File: src/bslc_pkg.sv
// Operation
// - Start loader only when invoked and enabled
// - First interface with connection becomes sole active
// - No connection in window puts device standby
// - Standby left only by power-on reset
// - Loop accepting commands, respond, wait again
// - Start-application command issues system reset
// - No valid command for timeout enters sleep
// - Activity on active interface wakes from sleep
// - Relock before sleep; unlock with password again
// - Timeouts counted on low-frequency clock ticks
// - Fast boot allows only mailbox and application
// - Blank when stack and vector words erased
// - Pin invocation on by default, configurable
// - Checksum mismatch invokes loader or fails boot
// - Host SRAM window ends before stack reserve
// - Buffer spans twice size, capped at twice maximum
// - Clear loader data and stack on exit
// - Fault status word at fixed SRAM location
// - Config checksum code; exception code with index
// - Status readable only when debug access enabled
package bslc_pkg;

  localparam logic [31:0] stat_addr        = 32'h2000_00c0;
  localparam logic [31:0] erased_word      = 32'hffff_ffff;
  localparam logic [31:0] stack_reserve    = 32'h0000_0120;
  localparam logic [15:0] buf_size_max     = 16'hffff;
  localparam logic [7:0]  sw_err_cfg_crc   = 8'h01;
  localparam logic [7:0]  hw_err_nmi       = 8'h07;
  localparam logic [7:0]  cmd_connect      = 8'h12;
  localparam logic [7:0]  cmd_unlock       = 8'h21;
  localparam logic [7:0]  cmd_start_app    = 8'h40;
  // Low-frequency clock runs at 32768 Hz; the timeout is counted in its ticks.
  localparam int          timeout_s        = 10;
  localparam int          low_freq_clock_hz         = 32768;
  localparam int          timeout_ticks    = timeout_s * low_freq_clock_hz;
  localparam int          if_count         = 2;
  localparam int          clear_words      = 64;
  localparam int          clear_aw         = 6;

  // Start-up configuration carried from the non-volatile configuration.
  typedef struct packed {
    logic loader_enable;
    logic fast_boot;
    logic pin_invoke_enable;
    logic crc_check_enable;
    logic debug_access;
    logic pin_level;
  } bslc_cfg_t;

  // Reasons the start-up routine may hand control to the loader.
  typedef struct packed {
    logic app_request;
    logic mailbox;
    logic crc_mismatch;
  } bslc_invoke_t;

  // One command delivered by an interface front end.
  typedef struct packed {
    logic       valid;
    logic [7:0] code;
    logic       pass_ok;
  } bslc_cmd_t;

endpackage : bslc_pkg

File: src/bslc_clr_mem.sv
`timescale 1ns/10ps
// Loader scratch memory; a sweep port writes zeros over it on exit.
module bslc_clr_mem (
  // Clock and control
  input  wire logic                          clock,
  input  wire logic                          clock_en,
  // Access port
  input  wire logic                          wr_en,
  input  wire logic [bslc_pkg::clear_aw-1:0] addr,
  input  wire logic [31:0]                   wr_data,
  output logic      [31:0]                   rd_data
);

  logic [31:0] mem [bslc_pkg::clear_words];

  // Read data leaves through a register so the caller sees a clean output.
  always_ff @(posedge clock) begin
    if (clock_en) begin
      if (wr_en) begin
        mem[addr] <= wr_data;
      end
      rd_data <= mem[addr];
    end
  end

endmodule : bslc_clr_mem

File: src/bslc_top.sv
`timescale 1ns/10ps
module bslc_top (
  // Clock and reset
  input  wire logic                   clock,
  input  wire logic                   reset,
  input  wire logic                   clock_en,
  input  wire logic                   por,
  // Configuration and boot inputs
  input  wire bslc_pkg::bslc_cfg_t    cfg,
  input  wire bslc_pkg::bslc_invoke_t invoke,
  input  wire logic [31:0]            stack_word,
  input  wire logic [31:0]            vector_word,
  input  wire logic                   invoke_pin,
  // Timebase
  input  wire logic                   low_freq_tick,
  // Interfaces
  input  wire bslc_pkg::bslc_cmd_t    if_cmd [bslc_pkg::if_count],
  input  wire logic [bslc_pkg::if_count-1:0] if_activity,
  output logic [bslc_pkg::if_count-1:0]      if_enable,
  // Command handshake
  output logic                        cmd_accept,
  output logic [7:0]                  cmd_code,
  input  wire logic                   resp_done,
  // Host memory window
  input  wire logic [31:0]            buf_start,
  input  wire logic [15:0]            buf_size,
  input  wire logic [31:0]            sram_end,
  input  wire logic [31:0]            host_addr,
  output logic                        host_addr_ok,
  output logic                        buf_addr_ok,
  // Fault reporting
  input  wire logic                   cfg_crc_fail,
  input  wire logic                   nmi_event,
  input  wire logic [7:0]             nmi_index,
  input  wire logic                   dbg_rd,
  input  wire logic [31:0]            dbg_addr,
  output logic [31:0]                 dbg_rdata,
  output logic                        dbg_rvalid,
  // Status
  output logic                        loader_active,
  output logic                        unlocked,
  output logic                        standby,
  output logic                        sleeping,
  output logic                        sys_reset,
  output logic                        boot_fail,
  output logic                        clear_busy
);

  //////////////////////////////////////////////////////////////////////////////
  // Types and state.

  // Session phases; standby is left only by power-on reset, fail by any reset.
  typedef enum logic [2:0] {
    st_boot,
    st_init,
    st_detect,
    st_command,
    st_sleep,
    st_standby,
    st_clear,
    st_fail
  } bslc_state_t;

  bslc_state_t state;
  bslc_state_t next_state;
  logic [18:0] idle_cnt;
  logic [bslc_pkg::if_count-1:0] active_if;
  logic [bslc_pkg::clear_aw-1:0] clr_addr;
  logic [31:0] fault_word;
  logic        pin_s1;
  logic        pin_s2;
  logic        pend_reset;
  logic        reset_seen;

  // Window arithmetic is done in 33 bits so a sum near the top cannot wrap.
  function automatic logic in_span(input logic [31:0] a, input logic [31:0] lo, input logic [32:0] hi);
    in_span = ({1'b0, a} >= {1'b0, lo}) && ({1'b0, a} < hi);
  endfunction : in_span

  //////////////////////////////////////////////////////////////////////////////
  // Invoke pin synchroniser.

  // The pin is asynchronous to this clock, so it passes two flip-flops.
  // They are not reset: a reset value unlike the pin level would fake an
  // invocation at the first edge after release.
  always_ff @(posedge clock) begin
    if (clock_en) begin
      pin_s1 <= invoke_pin;
      pin_s2 <= pin_s1;
    end
  end

  //////////////////////////////////////////////////////////////////////////////
  // Invocation decode.

  // A checksum mismatch counts only while verification is switched on.
  wire crc_hit    = cfg.crc_check_enable && invoke.crc_mismatch;
  wire blank_dev  = (stack_word == bslc_pkg::erased_word) && (vector_word == bslc_pkg::erased_word);
  wire pin_hit    = cfg.pin_invoke_enable && (pin_s2 == cfg.pin_level);
  wire fast_req   = invoke.mailbox || invoke.app_request;
  wire slow_req   = fast_req || blank_dev || pin_hit || crc_hit;
  wire want_load  = cfg.fast_boot ? fast_req : slow_req;
  wire do_enter   = want_load && cfg.loader_enable;
  // Without the loader a bad application image leaves nothing to run.
  wire fail_boot  = !cfg.fast_boot && crc_hit && !cfg.loader_enable;

  //////////////////////////////////////////////////////////////////////////////
  // Interface selection.

  // Lowest index wins when two interfaces connect in one cycle.
  logic [bslc_pkg::if_count-1:0] conn_hit;
  logic [bslc_pkg::if_count-1:0] first_hit;
  always_comb begin
    first_hit = '0;
    for (int i = 0; i < bslc_pkg::if_count; i++) begin
      conn_hit[i] = if_cmd[i].valid && (if_cmd[i].code == bslc_pkg::cmd_connect);
      if (conn_hit[i] && (first_hit == '0)) begin
        first_hit[i] = 1'b1;
      end
    end
  end

  // Select the command of the active interface.
  bslc_pkg::bslc_cmd_t act_cmd;
  logic                act_wake;
  always_comb begin
    act_cmd  = '0;
    act_wake = 1'b0;
    for (int i = 0; i < bslc_pkg::if_count; i++) begin
      if (active_if[i]) begin
        act_cmd  = if_cmd[i];
        act_wake = if_activity[i];
      end
    end
  end

  // The timeout fires on the tick that completes the count, not one tick later.
  wire any_conn   = |conn_hit;
  wire timed_out  = (idle_cnt >= 19'(bslc_pkg::timeout_ticks - 1)) && low_freq_tick;
  wire cmd_ok     = (state == st_command) && act_cmd.valid;

  //////////////////////////////////////////////////////////////////////////////
  // Phase sequencer.

  // Next phase; any phase not moved below holds where it is.
  always_comb begin
    next_state = state;
    case (state)
      st_boot:    next_state = fail_boot ? st_fail : (do_enter ? st_init : st_boot);
      st_init:    next_state = st_detect;
      st_detect:  next_state = any_conn ? st_command : (timed_out ? st_standby : st_detect);
      st_command: begin
        if (cmd_ok && act_cmd.code == bslc_pkg::cmd_start_app) begin
          next_state = st_clear;
        end else if (!cmd_ok && timed_out) begin
          next_state = st_sleep;
        end
      end
      st_sleep:   next_state = act_wake ? st_command : st_sleep;
      st_standby: next_state = st_standby;
      st_clear:   next_state = (clr_addr == '1) ? st_boot : st_clear;
      st_fail:    next_state = st_fail;
      default:    next_state = st_boot;
    endcase
  end

  // Power-on reset is the only exit from standby; a plain reset keeps it.
  always_ff @(posedge clock) begin
    if (reset && por) begin
      state <= st_boot;
    end else if (reset) begin
      state <= (state == st_standby) ? st_standby : st_boot;
    end else if (clock_en) begin
      state <= next_state;
    end
  end

  //////////////////////////////////////////////////////////////////////////////
  // Inactivity timer, interface choice and lock.

  // The timer only advances on low-frequency ticks, so both timeouts follow that
  // clock source even when the system clock is changed.
  always_ff @(posedge clock) begin
    if (reset) begin
      idle_cnt <= '0;
    end else if (clock_en) begin
      if (state != next_state || cmd_ok) begin
        idle_cnt <= '0;
      end else if (low_freq_tick) begin
        idle_cnt <= idle_cnt + 19'h1;
      end
    end
  end

  // The interface choice is kept through sleep, so wake activity is looked for
  // only on the interface that opened the session.
  always_ff @(posedge clock) begin
    if (reset) begin
      active_if <= '0;
      unlocked  <= 1'b0;
    end else if (clock_en) begin
      if (state == st_detect && any_conn) begin
        active_if <= first_hit;
      end else if (state == st_boot) begin
        active_if <= '0;
      end
      if (next_state == st_sleep || state == st_boot) begin
        unlocked <= 1'b0;
      end else if (cmd_ok && act_cmd.code == bslc_pkg::cmd_unlock && act_cmd.pass_ok) begin
        unlocked <= 1'b1;
      end
    end
  end

  //////////////////////////////////////////////////////////////////////////////
  // Scratch clearing on exit.

  // The sweep address walks the scratch memory once; the reset request follows
  // the last write so no loader data survives into the application.
  always_ff @(posedge clock) begin
    if (reset) begin
      clr_addr   <= '0;
      pend_reset <= 1'b0;
      reset_seen <= 1'b0;
    end else if (clock_en) begin
      clr_addr   <= (state == st_clear) ? clr_addr + 1'b1 : '0;
      pend_reset <= (state == st_clear) && (next_state == st_boot);
      reset_seen <= pend_reset;
    end
  end

  // Only the write port is used; the scratch contents are never read back here.
  bslc_clr_mem u_clr_mem (
    .clock    (clock),
    .clock_en (clock_en),
    .wr_en    (state == st_clear),
    .addr     (clr_addr),
    .wr_data  (32'h0000_0000),
    .rd_data  ()
  );

  //////////////////////////////////////////////////////////////////////////////
  // Fault status word.

  // Hardware faults are later than configuration faults, so both may stand.
  always_ff @(posedge clock) begin
    if (reset && por) begin
      fault_word <= '0;
    end else if (clock_en) begin
      if (cfg_crc_fail) begin
        fault_word[7:0] <= bslc_pkg::sw_err_cfg_crc;
      end
      if (nmi_event) begin
        fault_word[15:8]  <= nmi_index;
        fault_word[23:16] <= bslc_pkg::hw_err_nmi;
      end
    end
  end

  // Debug reads answer one cycle later; zero when debug access is closed.
  always_ff @(posedge clock) begin
    if (reset) begin
      dbg_rdata  <= '0;
      dbg_rvalid <= 1'b0;
    end else if (clock_en) begin
      dbg_rvalid <= dbg_rd;
      dbg_rdata  <= (dbg_rd && cfg.debug_access && dbg_addr == bslc_pkg::stat_addr) ? fault_word : '0;
    end
  end

  //////////////////////////////////////////////////////////////////////////////
  // Host memory window.

  // The packet buffer never exceeds twice the largest size field; the host window
  // stops short of the stack reserve at the top of memory.
  wire [15:0] eff_size = (buf_size > bslc_pkg::buf_size_max) ? bslc_pkg::buf_size_max : buf_size;
  wire [32:0] buf_end  = {1'b0, buf_start} + {16'h0, eff_size, 1'b0};
  wire [32:0] host_end = {1'b0, sram_end} - {1'b0, bslc_pkg::stack_reserve};

  // Both window flags are registered, so they answer one cycle after host_addr.
  always_ff @(posedge clock) begin
    if (reset) begin
      host_addr_ok <= 1'b0;
      buf_addr_ok  <= 1'b0;
    end else if (clock_en) begin
      host_addr_ok <= in_span(host_addr, buf_start, host_end);
      buf_addr_ok  <= in_span(host_addr, buf_start, buf_end);
    end
  end

  //////////////////////////////////////////////////////////////////////////////
  // Outputs.

  // Phase flags decode the state register; the command handshake is combinational.
  assign cmd_accept    = cmd_ok && resp_done;
  assign cmd_code      = act_cmd.code;
  assign if_enable     = (state == st_detect) ? '1 : active_if;
  assign loader_active = (state == st_init) || (state == st_detect) || (state == st_command) || (state == st_sleep);
  assign standby       = (state == st_standby);
  assign sleeping      = (state == st_sleep);
  assign sys_reset     = reset_seen;
  assign boot_fail     = (state == st_fail);
  assign clear_busy    = (state == st_clear);

endmodule : bslc_top

File: config.mk
export PLATFORM = sky130hd
export DESIGN_NAME = bslc_top
export DESIGN_NICKNAME = d
export VERILOG_FILES = /design/src/bslc_pkg.sv /design/src/bslc_clr_mem.sv /design/src/bslc_top.sv
export SDC_FILE = /design/constraint.sdc
export NUM_CORES = 1
export LEC_CHECK = 0
export BUFFER_PORTS_ARGS = -buffer_cell sky130_fd_sc_hd__clkbuf_2
export CORE_MARGIN = 1
export CORE_UTILIZATION = 30
export DETAILED_ROUTE_END_ITERATION = 8
export PLACE_DENSITY = 0.52
export SETUP_SLACK_MARGIN = 0.4
export SKIP_CTS_REPAIR_TIMING = 1
export SLEW_MARGIN = 20
export SYNTH_ARGS = -nofsm -noshare
export SYNTH_HDL_FRONTEND = slang
export SYNTH_HIERARCHICAL = 1
export SYNTH_SLANG_ARGS = --single-unit
File: constraint.sdc
create_clock -name clock -period 9.42 [get_ports clock]
set_clock_uncertainty 0.15 [all_clocks]
set_input_delay 0.942 -clock clock [delete_from_list [all_inputs] [get_ports clock]]
set_output_delay 0.942 -clock clock [all_outputs]
set_load 0.05 [all_outputs]
Yosys cells after proc, flatten, opt, wreduce, memory -nomap -nowiden
Cells that the tools add are included.
{ "word_totals": {"register_bits": 80, "latch_bits": 0, "mem_bits_rw": 0, "romBits": 0, "in_bits": 257, "out_inout_bits": 53, "elab_cells": 119, "n_memories": 0} }
{ "op_classes": {"addsub": 4, "n_mul": 0, "n_div": 0, "n_lt_le_gt_ge": 5, "n_eq_ne": 18, "n_shift": 0, "n_mux": 29, "bitwise_logic": 1, "reduce_logical": 47} }
{ "ops": {"columns": ["operator", "count"], "rows": [
  ["$lt 32x33->1", 2],
  ["$eq 32x32->1 const B", 2],
  ["$mux 19", 3],
  ["$add 32x17->33", 1],
  ["$sub 32x9->33 const B", 1],
  ["$eq 32x30->1 const B", 1],
  ["$ge 32x32->1", 1],
  ["$mux 3", 10],
  ["$pmux 3 s8", 1],
  ["$logic_and 1x1->1", 23],
  ["$mux 10", 2],
  ["$add 19x1->19 const B", 1],
  ["$ge 19x19->1 const B", 1],
  ["$eq 8x5->1 const B", 2],
  ["$gt 16x16->1 const B", 1],
  ["$mux 16", 1],
  ["$eq 3x3->1 const B", 5],
  ["$reduce_and 2->1", 5],
  ["$logic_or 1x1->1", 9],
  ["$eq 8x6->1 const B", 1],
  ["$eq 8x7->1 const B", 1],
  ["$mux 1", 8],
  ["$reduce_bool 2->1", 4],
  ["$add 6x1->6 const B", 1],
  ["other kinds (11)", 17]
]} }

Depth between registers and ports, before layout
{ "logic_depth": {"ltp_word": 14, "ltp_mapped": 20, "mapped_depth_nobuf": 20} }

Least setup slack after synthesis
No wires, ideal clock.
{ "synth_path": {"kind": "input to register", "start": "in buf_start[1]", "end": "reg buf_addr_ok", "setup_time_ps": 117, "t_arrival_ps": 4460, "t_required_ps": 9153, "path_slack_ps": 4694, "stages": 19, "n_path_buf": 0, "path_cell_list": "ha_1 > inv_1 > fa_1 > nor2b_1 > o31a_1 > o2111ai_1 > and3_1 > nor3_1 > o21ba_2 > nand4_1 > xnor2_1 > ha_1 > and4_1 > nand2_1 > or4_1 > a211oi_1 > o2111ai_1 > o2bb2ai_1 > a22o_1"} }
{ "synth_between": {"elab_chain_len": 3, "word_cells_on_any_way": 4, "cone_classes": "add/sub: 1; order compare: 2; reduce/logical: 1"} }
{ "synth_rtl": {"columns": ["element", "line_no", "text"], "rows": [
  ["from (decl)", "bslc_top.sv:25", "input wire logic [31:0] buf_start,"],
  ["$add 32x17->33", "bslc_top.sv:277", "wire [32:0] buf_end = {1'b0, buf_start} + {16'h0, eff_size, 1'b0};"],
  ["$lt 32x33->1", "bslc_top.sv:77", "in_span = ({1'b0, a} >= {1'b0, lo}) && ({1'b0, a} < hi);"],
  ["$logic_and 1x1->1 (*)", "bslc_top.sv:77", null],
  ["to (signal assigned)", "bslc_top.sv:287", "buf_addr_ok <= in_span(host_addr, buf_start, buf_end);"],
  ["to (decl)", "bslc_top.sv:30", "output logic buf_addr_ok,"]
]} }
Every way passes the cells marked *; elsewhere a longest branch is shown, timed or not.
A chain may end at the register's enable or synchronous reset.

Worst setup path in the final report
Ends and elaborated chain as after synthesis.

==> results_dict.tcl <==
set metrics [dict create \
    cts_htree_levels 3 \
    post_synth.cell_area_avg_sq_um 7.79 \
    worst_hold_launch "pin_s1" \
    wl_met1_mm 9.86 \
    slew_headroom_pct 31.3 \
    clkSinkCount 58 \
    reg2reg_depth 9 \
    final_net_count 1540 \
    row_count 55 \
    cts_tree "built" \
    grt_antenna_before_repair 1 \
    synth_compound_gate_area_share_pct 22.1 \
    timing.hold.worst_endpoint "pin_s2" \
    cell_internal_pwr_uw 633 \
    timing.final.setup_violations 0 \
    cts.clk_slew.worst_paths_ps 50 \
    placeableCoreArea_sq_um 22600 \
    cts_root_buffer "sky130_fd_sc_hd__clkbuf_16" \
    synth_top_cell_area_share_pct 20.4 \
    top_layer "met4" \
    design_power_total_uw 964 \
    worst-r2r-setup-slack_ps 6320 \
    area_growth_pct 28.4 \
    layout.core_utilization_pct 39.4 \
    timing.final.hold_violations 0 \
    most-common-layout-cells "289 x sky130_fd_sc_hd__clkbuf_2, 113 x sky130_fd_sc_hd__ha_1, 78 x sky130_fd_sc_hd__a21oi_1, 65 x sky130_fd_sc_hd__nor2_1, 62 x sky130_fd_sc_hd__nand2_1" \
    synth_xor_area_share_pct 7.32 \
    number_of_synthesized_flops_with_an_enable_pin 2 \
    drt_iter0_markers 374 \
    peakVddDrop_mv 0.0892 \
    dieArea_sq_um 23700 \
    gp_congestion 0.844 \
    number_of_storage_elements_in_the_synthesis_netlist 58 \
    hold_path_depth 0 \
    die-height_microns 154 \
    maxClockFrequency_ghz 0.200 \
    timing.critical_path.from_type "input port" \
    synth_top_cells_by_area "sky130_fd_sc_hd__ha_1 20%, sky130_fd_sc_hd__dfxtp_1 16%, sky130_fd_sc_hd__a21oi_1 5.6%" \
    cp.required_ps 9490 \
    dieWidth_microns 154 \
    via_count_of_the_first_global_routing_pass 7122 \
    synthMuxAreaShare_pct 0.288 \
    met2WireLength_mm 9.53 \
    synth-simple-area-share_pct 26.2 \
    pin_count 310 \
    first_pass_iters 4 \
    yosys_most_used_dff "sky130_fd_sc_hd__dfxtp_1" \
    total_met3_wirelength_after_detailed_routing_mm 1.35 \
    ctsLongestPathBuffers 2 \
    drt_drc_violations_left 0 \
    final_antenna_net_count 0 \
    layout_commonest_cell "sky130_fd_sc_hd__clkbuf_2" \
    clock_power_share_pct 37.3 \
    final_max_slew_viol_count 0 \
    layout_min_cycle_time_ps 4990 \
    final_min_period_over_clock_period_pct 53.0 \
    outcome "completed" \
    cts-buffers-inserted 9 \
    initial_utilization_pct 30.7 \
    detail_route.wl_per_cell_microns 14.4 \
    yosys.area_share.adder_pct 20.7 \
    critical_path.endpoint_type "flop" \
    setup.worst_path.class "input port to flop" \
    max-cap-violations 0 \
    mappedNetlistArea_sq_um 6940 \
    synth_top_family_by_area "simple AND/OR/NAND/NOR gates" \
    leakage_power_summed_over_all_cells_uw 0.00422 \
    viasPerCell 5.03 \
    cellPowerDensity_nw_per_um2 108 \
    netSwitchingFraction_pct 34.3 \
    grt_overflow_total 0 \
    setup_tns_ps 0 \
    hold_path_class "flop to flop" \
    synth_cell_type_count 80 \
    switching_power_uw 331 \
    syn_inst 891 \
    synth_warn 6 \
    drt-total-wl_mm 21.0 \
    transition_time_at_the_pin_with_the_least_slew_margin_ps 1010 \
    post_route_cells_drive_above_1_share_pct 28.6 \
    port_buffers 289 \
    synth-seq-area-share_pct 17.0 \
    seqPwrFrac_pct 27.3 \
    cp_max_fo 4 \
    num_vias 7343 \
    ys_async_sr_fraction_pct 0 \
    grt_pass1_wl_mm 34.3 \
    timing.critical_path.arrival_ps 5060 \
    grt_start_max_net_pins 47 \
    yosysTopAreaCell "sky130_fd_sc_hd__ha_1" \
    regToRegEndpoint "idle_cnt[12]" \
    regToRegStartpoint "active_if[1]" \
    track_usage_pct 17.6 \
    hpwl_mm 17.9 \
    rsz0062_at_grt "false" \
    power_frac_comb_pct 35.4 \
    clk_latency_ps 330 \
]
==> sequential cells by signal, summed over array words and instances (netlist names), 2 cells and up <==
register,cells
idle_cnt,19
dbg_rdata,10
fault_word,10
clr_addr,6
state,3
active_if,2
==> through the flow <==
step                      hold WS, ps  area, sq um  instances  setup slack, ps
after floorplan                   250         7010        910             4690
after global placement            253         8580       1443             4210
after detailed placement          257         8580       1443             4090
after CTS                         270         8910       1459             4430
after global routing              271         8910       1459             4160
final                             268         8910       1460             4430
==> cells in the mapped netlist, types with 3 or more instances <==
cell                          n
sky130_fd_sc_hd__a211o_1      4
sky130_fd_sc_hd__nand2_1     62
sky130_fd_sc_hd__or4_4        3
sky130_fd_sc_hd__o22ai_1      3
sky130_fd_sc_hd__o21a_1       3
sky130_fd_sc_hd__nand2b_1    13
sky130_fd_sc_hd__o21ai_0     46
sky130_fd_sc_hd__or2_2        6
sky130_fd_sc_hd__a21oi_1     78
sky130_fd_sc_hd__nand4_1     38
sky130_fd_sc_hd__and4_1       4
sky130_fd_sc_hd__nor4_1      12
sky130_fd_sc_hd__nor4b_1      3
sky130_fd_sc_hd__xor2_1      17
sky130_fd_sc_hd__a22o_1      21
sky130_fd_sc_hd__xnor2_1     41
sky130_fd_sc_hd__a21o_1      20
sky130_fd_sc_hd__o211ai_1     5
sky130_fd_sc_hd__a2111oi_0    4
sky130_fd_sc_hd__nand3_1     36
sky130_fd_sc_hd__and4b_1      3
sky130_fd_sc_hd__inv_1       50
sky130_fd_sc_hd__nor2b_1     12
sky130_fd_sc_hd__o2111ai_1    4
sky130_fd_sc_hd__and3_1      11
sky130_fd_sc_hd__ha_1       113
sky130_fd_sc_hd__dfxtp_1     56
sky130_fd_sc_hd__nor3_1      23
sky130_fd_sc_hd__and2_1       4
sky130_fd_sc_hd__nor2_1      65
sky130_fd_sc_hd__nand3b_1    12
sky130_fd_sc_hd__or4_1        6
sky130_fd_sc_hd__clkbuf_1    17
sky130_fd_sc_hd__a31oi_1      5
sky130_fd_sc_hd__or3_1        5
sky130_fd_sc_hd__o31ai_1      5
sky130_fd_sc_hd__buf_4       23
==> worst max-delay path by stage <==
stage | startpoint | end | slack (ps) | cells after the start
2_1_floorplan | buf_start[1] | buf_addr_ok | 4690 | 19
3_3_place_gp | buf_start[1] | buf_addr_ok | 4210 | 20
3_5_place_dp | buf_start[1] | buf_addr_ok | 4090 | 20
4_1_cts | buf_start[1] | buf_addr_ok | 4430 | 20
5_1_grt | buf_start[1] | buf_addr_ok | 4160 | 20
6_report | buf_start[1] | buf_addr_ok | 4430 | 20
==> layout make-up <==
class	instances	area (sq um)
Sequential cell	58	1180
Clock buffer	9	225
Inverter	51	191
Multi-Input combinational cell	757	5390
Antenna cell	1	2.50
Tap cell	285	357
Clock inverter	7	101
Timing Repair Buffer	292	1470
Fill cell	2423	13700
==> critical path: stages <==
cell	delay [ps]
sky130_fd_sc_hd__clkbuf_2	90
sky130_fd_sc_hd__ha_1	160
sky130_fd_sc_hd__inv_1	50
sky130_fd_sc_hd__fa_1	400
sky130_fd_sc_hd__nor2b_1	160
sky130_fd_sc_hd__o31a_1	210
sky130_fd_sc_hd__o2111ai_1	220
sky130_fd_sc_hd__and3_1	230
sky130_fd_sc_hd__nor3_1	270
sky130_fd_sc_hd__o21ba_2	240
sky130_fd_sc_hd__nand4_1	140
sky130_fd_sc_hd__xnor2_1	150
sky130_fd_sc_hd__ha_1	290
sky130_fd_sc_hd__and4_1	200
sky130_fd_sc_hd__nand2_1	80
sky130_fd_sc_hd__or4_1	520
sky130_fd_sc_hd__a211oi_1	200
sky130_fd_sc_hd__o2111ai_1	150
sky130_fd_sc_hd__o2bb2ai_1	140
sky130_fd_sc_hd__a22o_1	190
==> layer usage <==
metal	vias to the layer above	global-route usage [%]
met5	-	0
met2	191	29.7
met1	3285	22.4
met4	0	4.00
li1	3850	-
met3	17	4.40
==> power by group through the flow <==
| stage | Sequential [uW] | Clock [uW] | Combinational [uW] |
|---|---|---|---|
| final | 263 | 359 | 341 |
| after detailed placement | 268 | 0 | 341 |
| after global routing | 264 | 378 | 387 |
| after floorplan | 266 | 0 | 226 |
| after CTS | 263 | 369 | 344 |
| after global placement | 268 | 0 | 342 |
==> cell families after synthesis <==
kind of cell / after synthesis
and+or+nand+nor: 333
AOI/OAI and AO/OA: 230
adders and majority gates: 114
buffers and inverters: 95
xor gates and xnor gates: 58
DFF: 58
muxes: 2
other: 1
(Power assumes the default switching activity.)
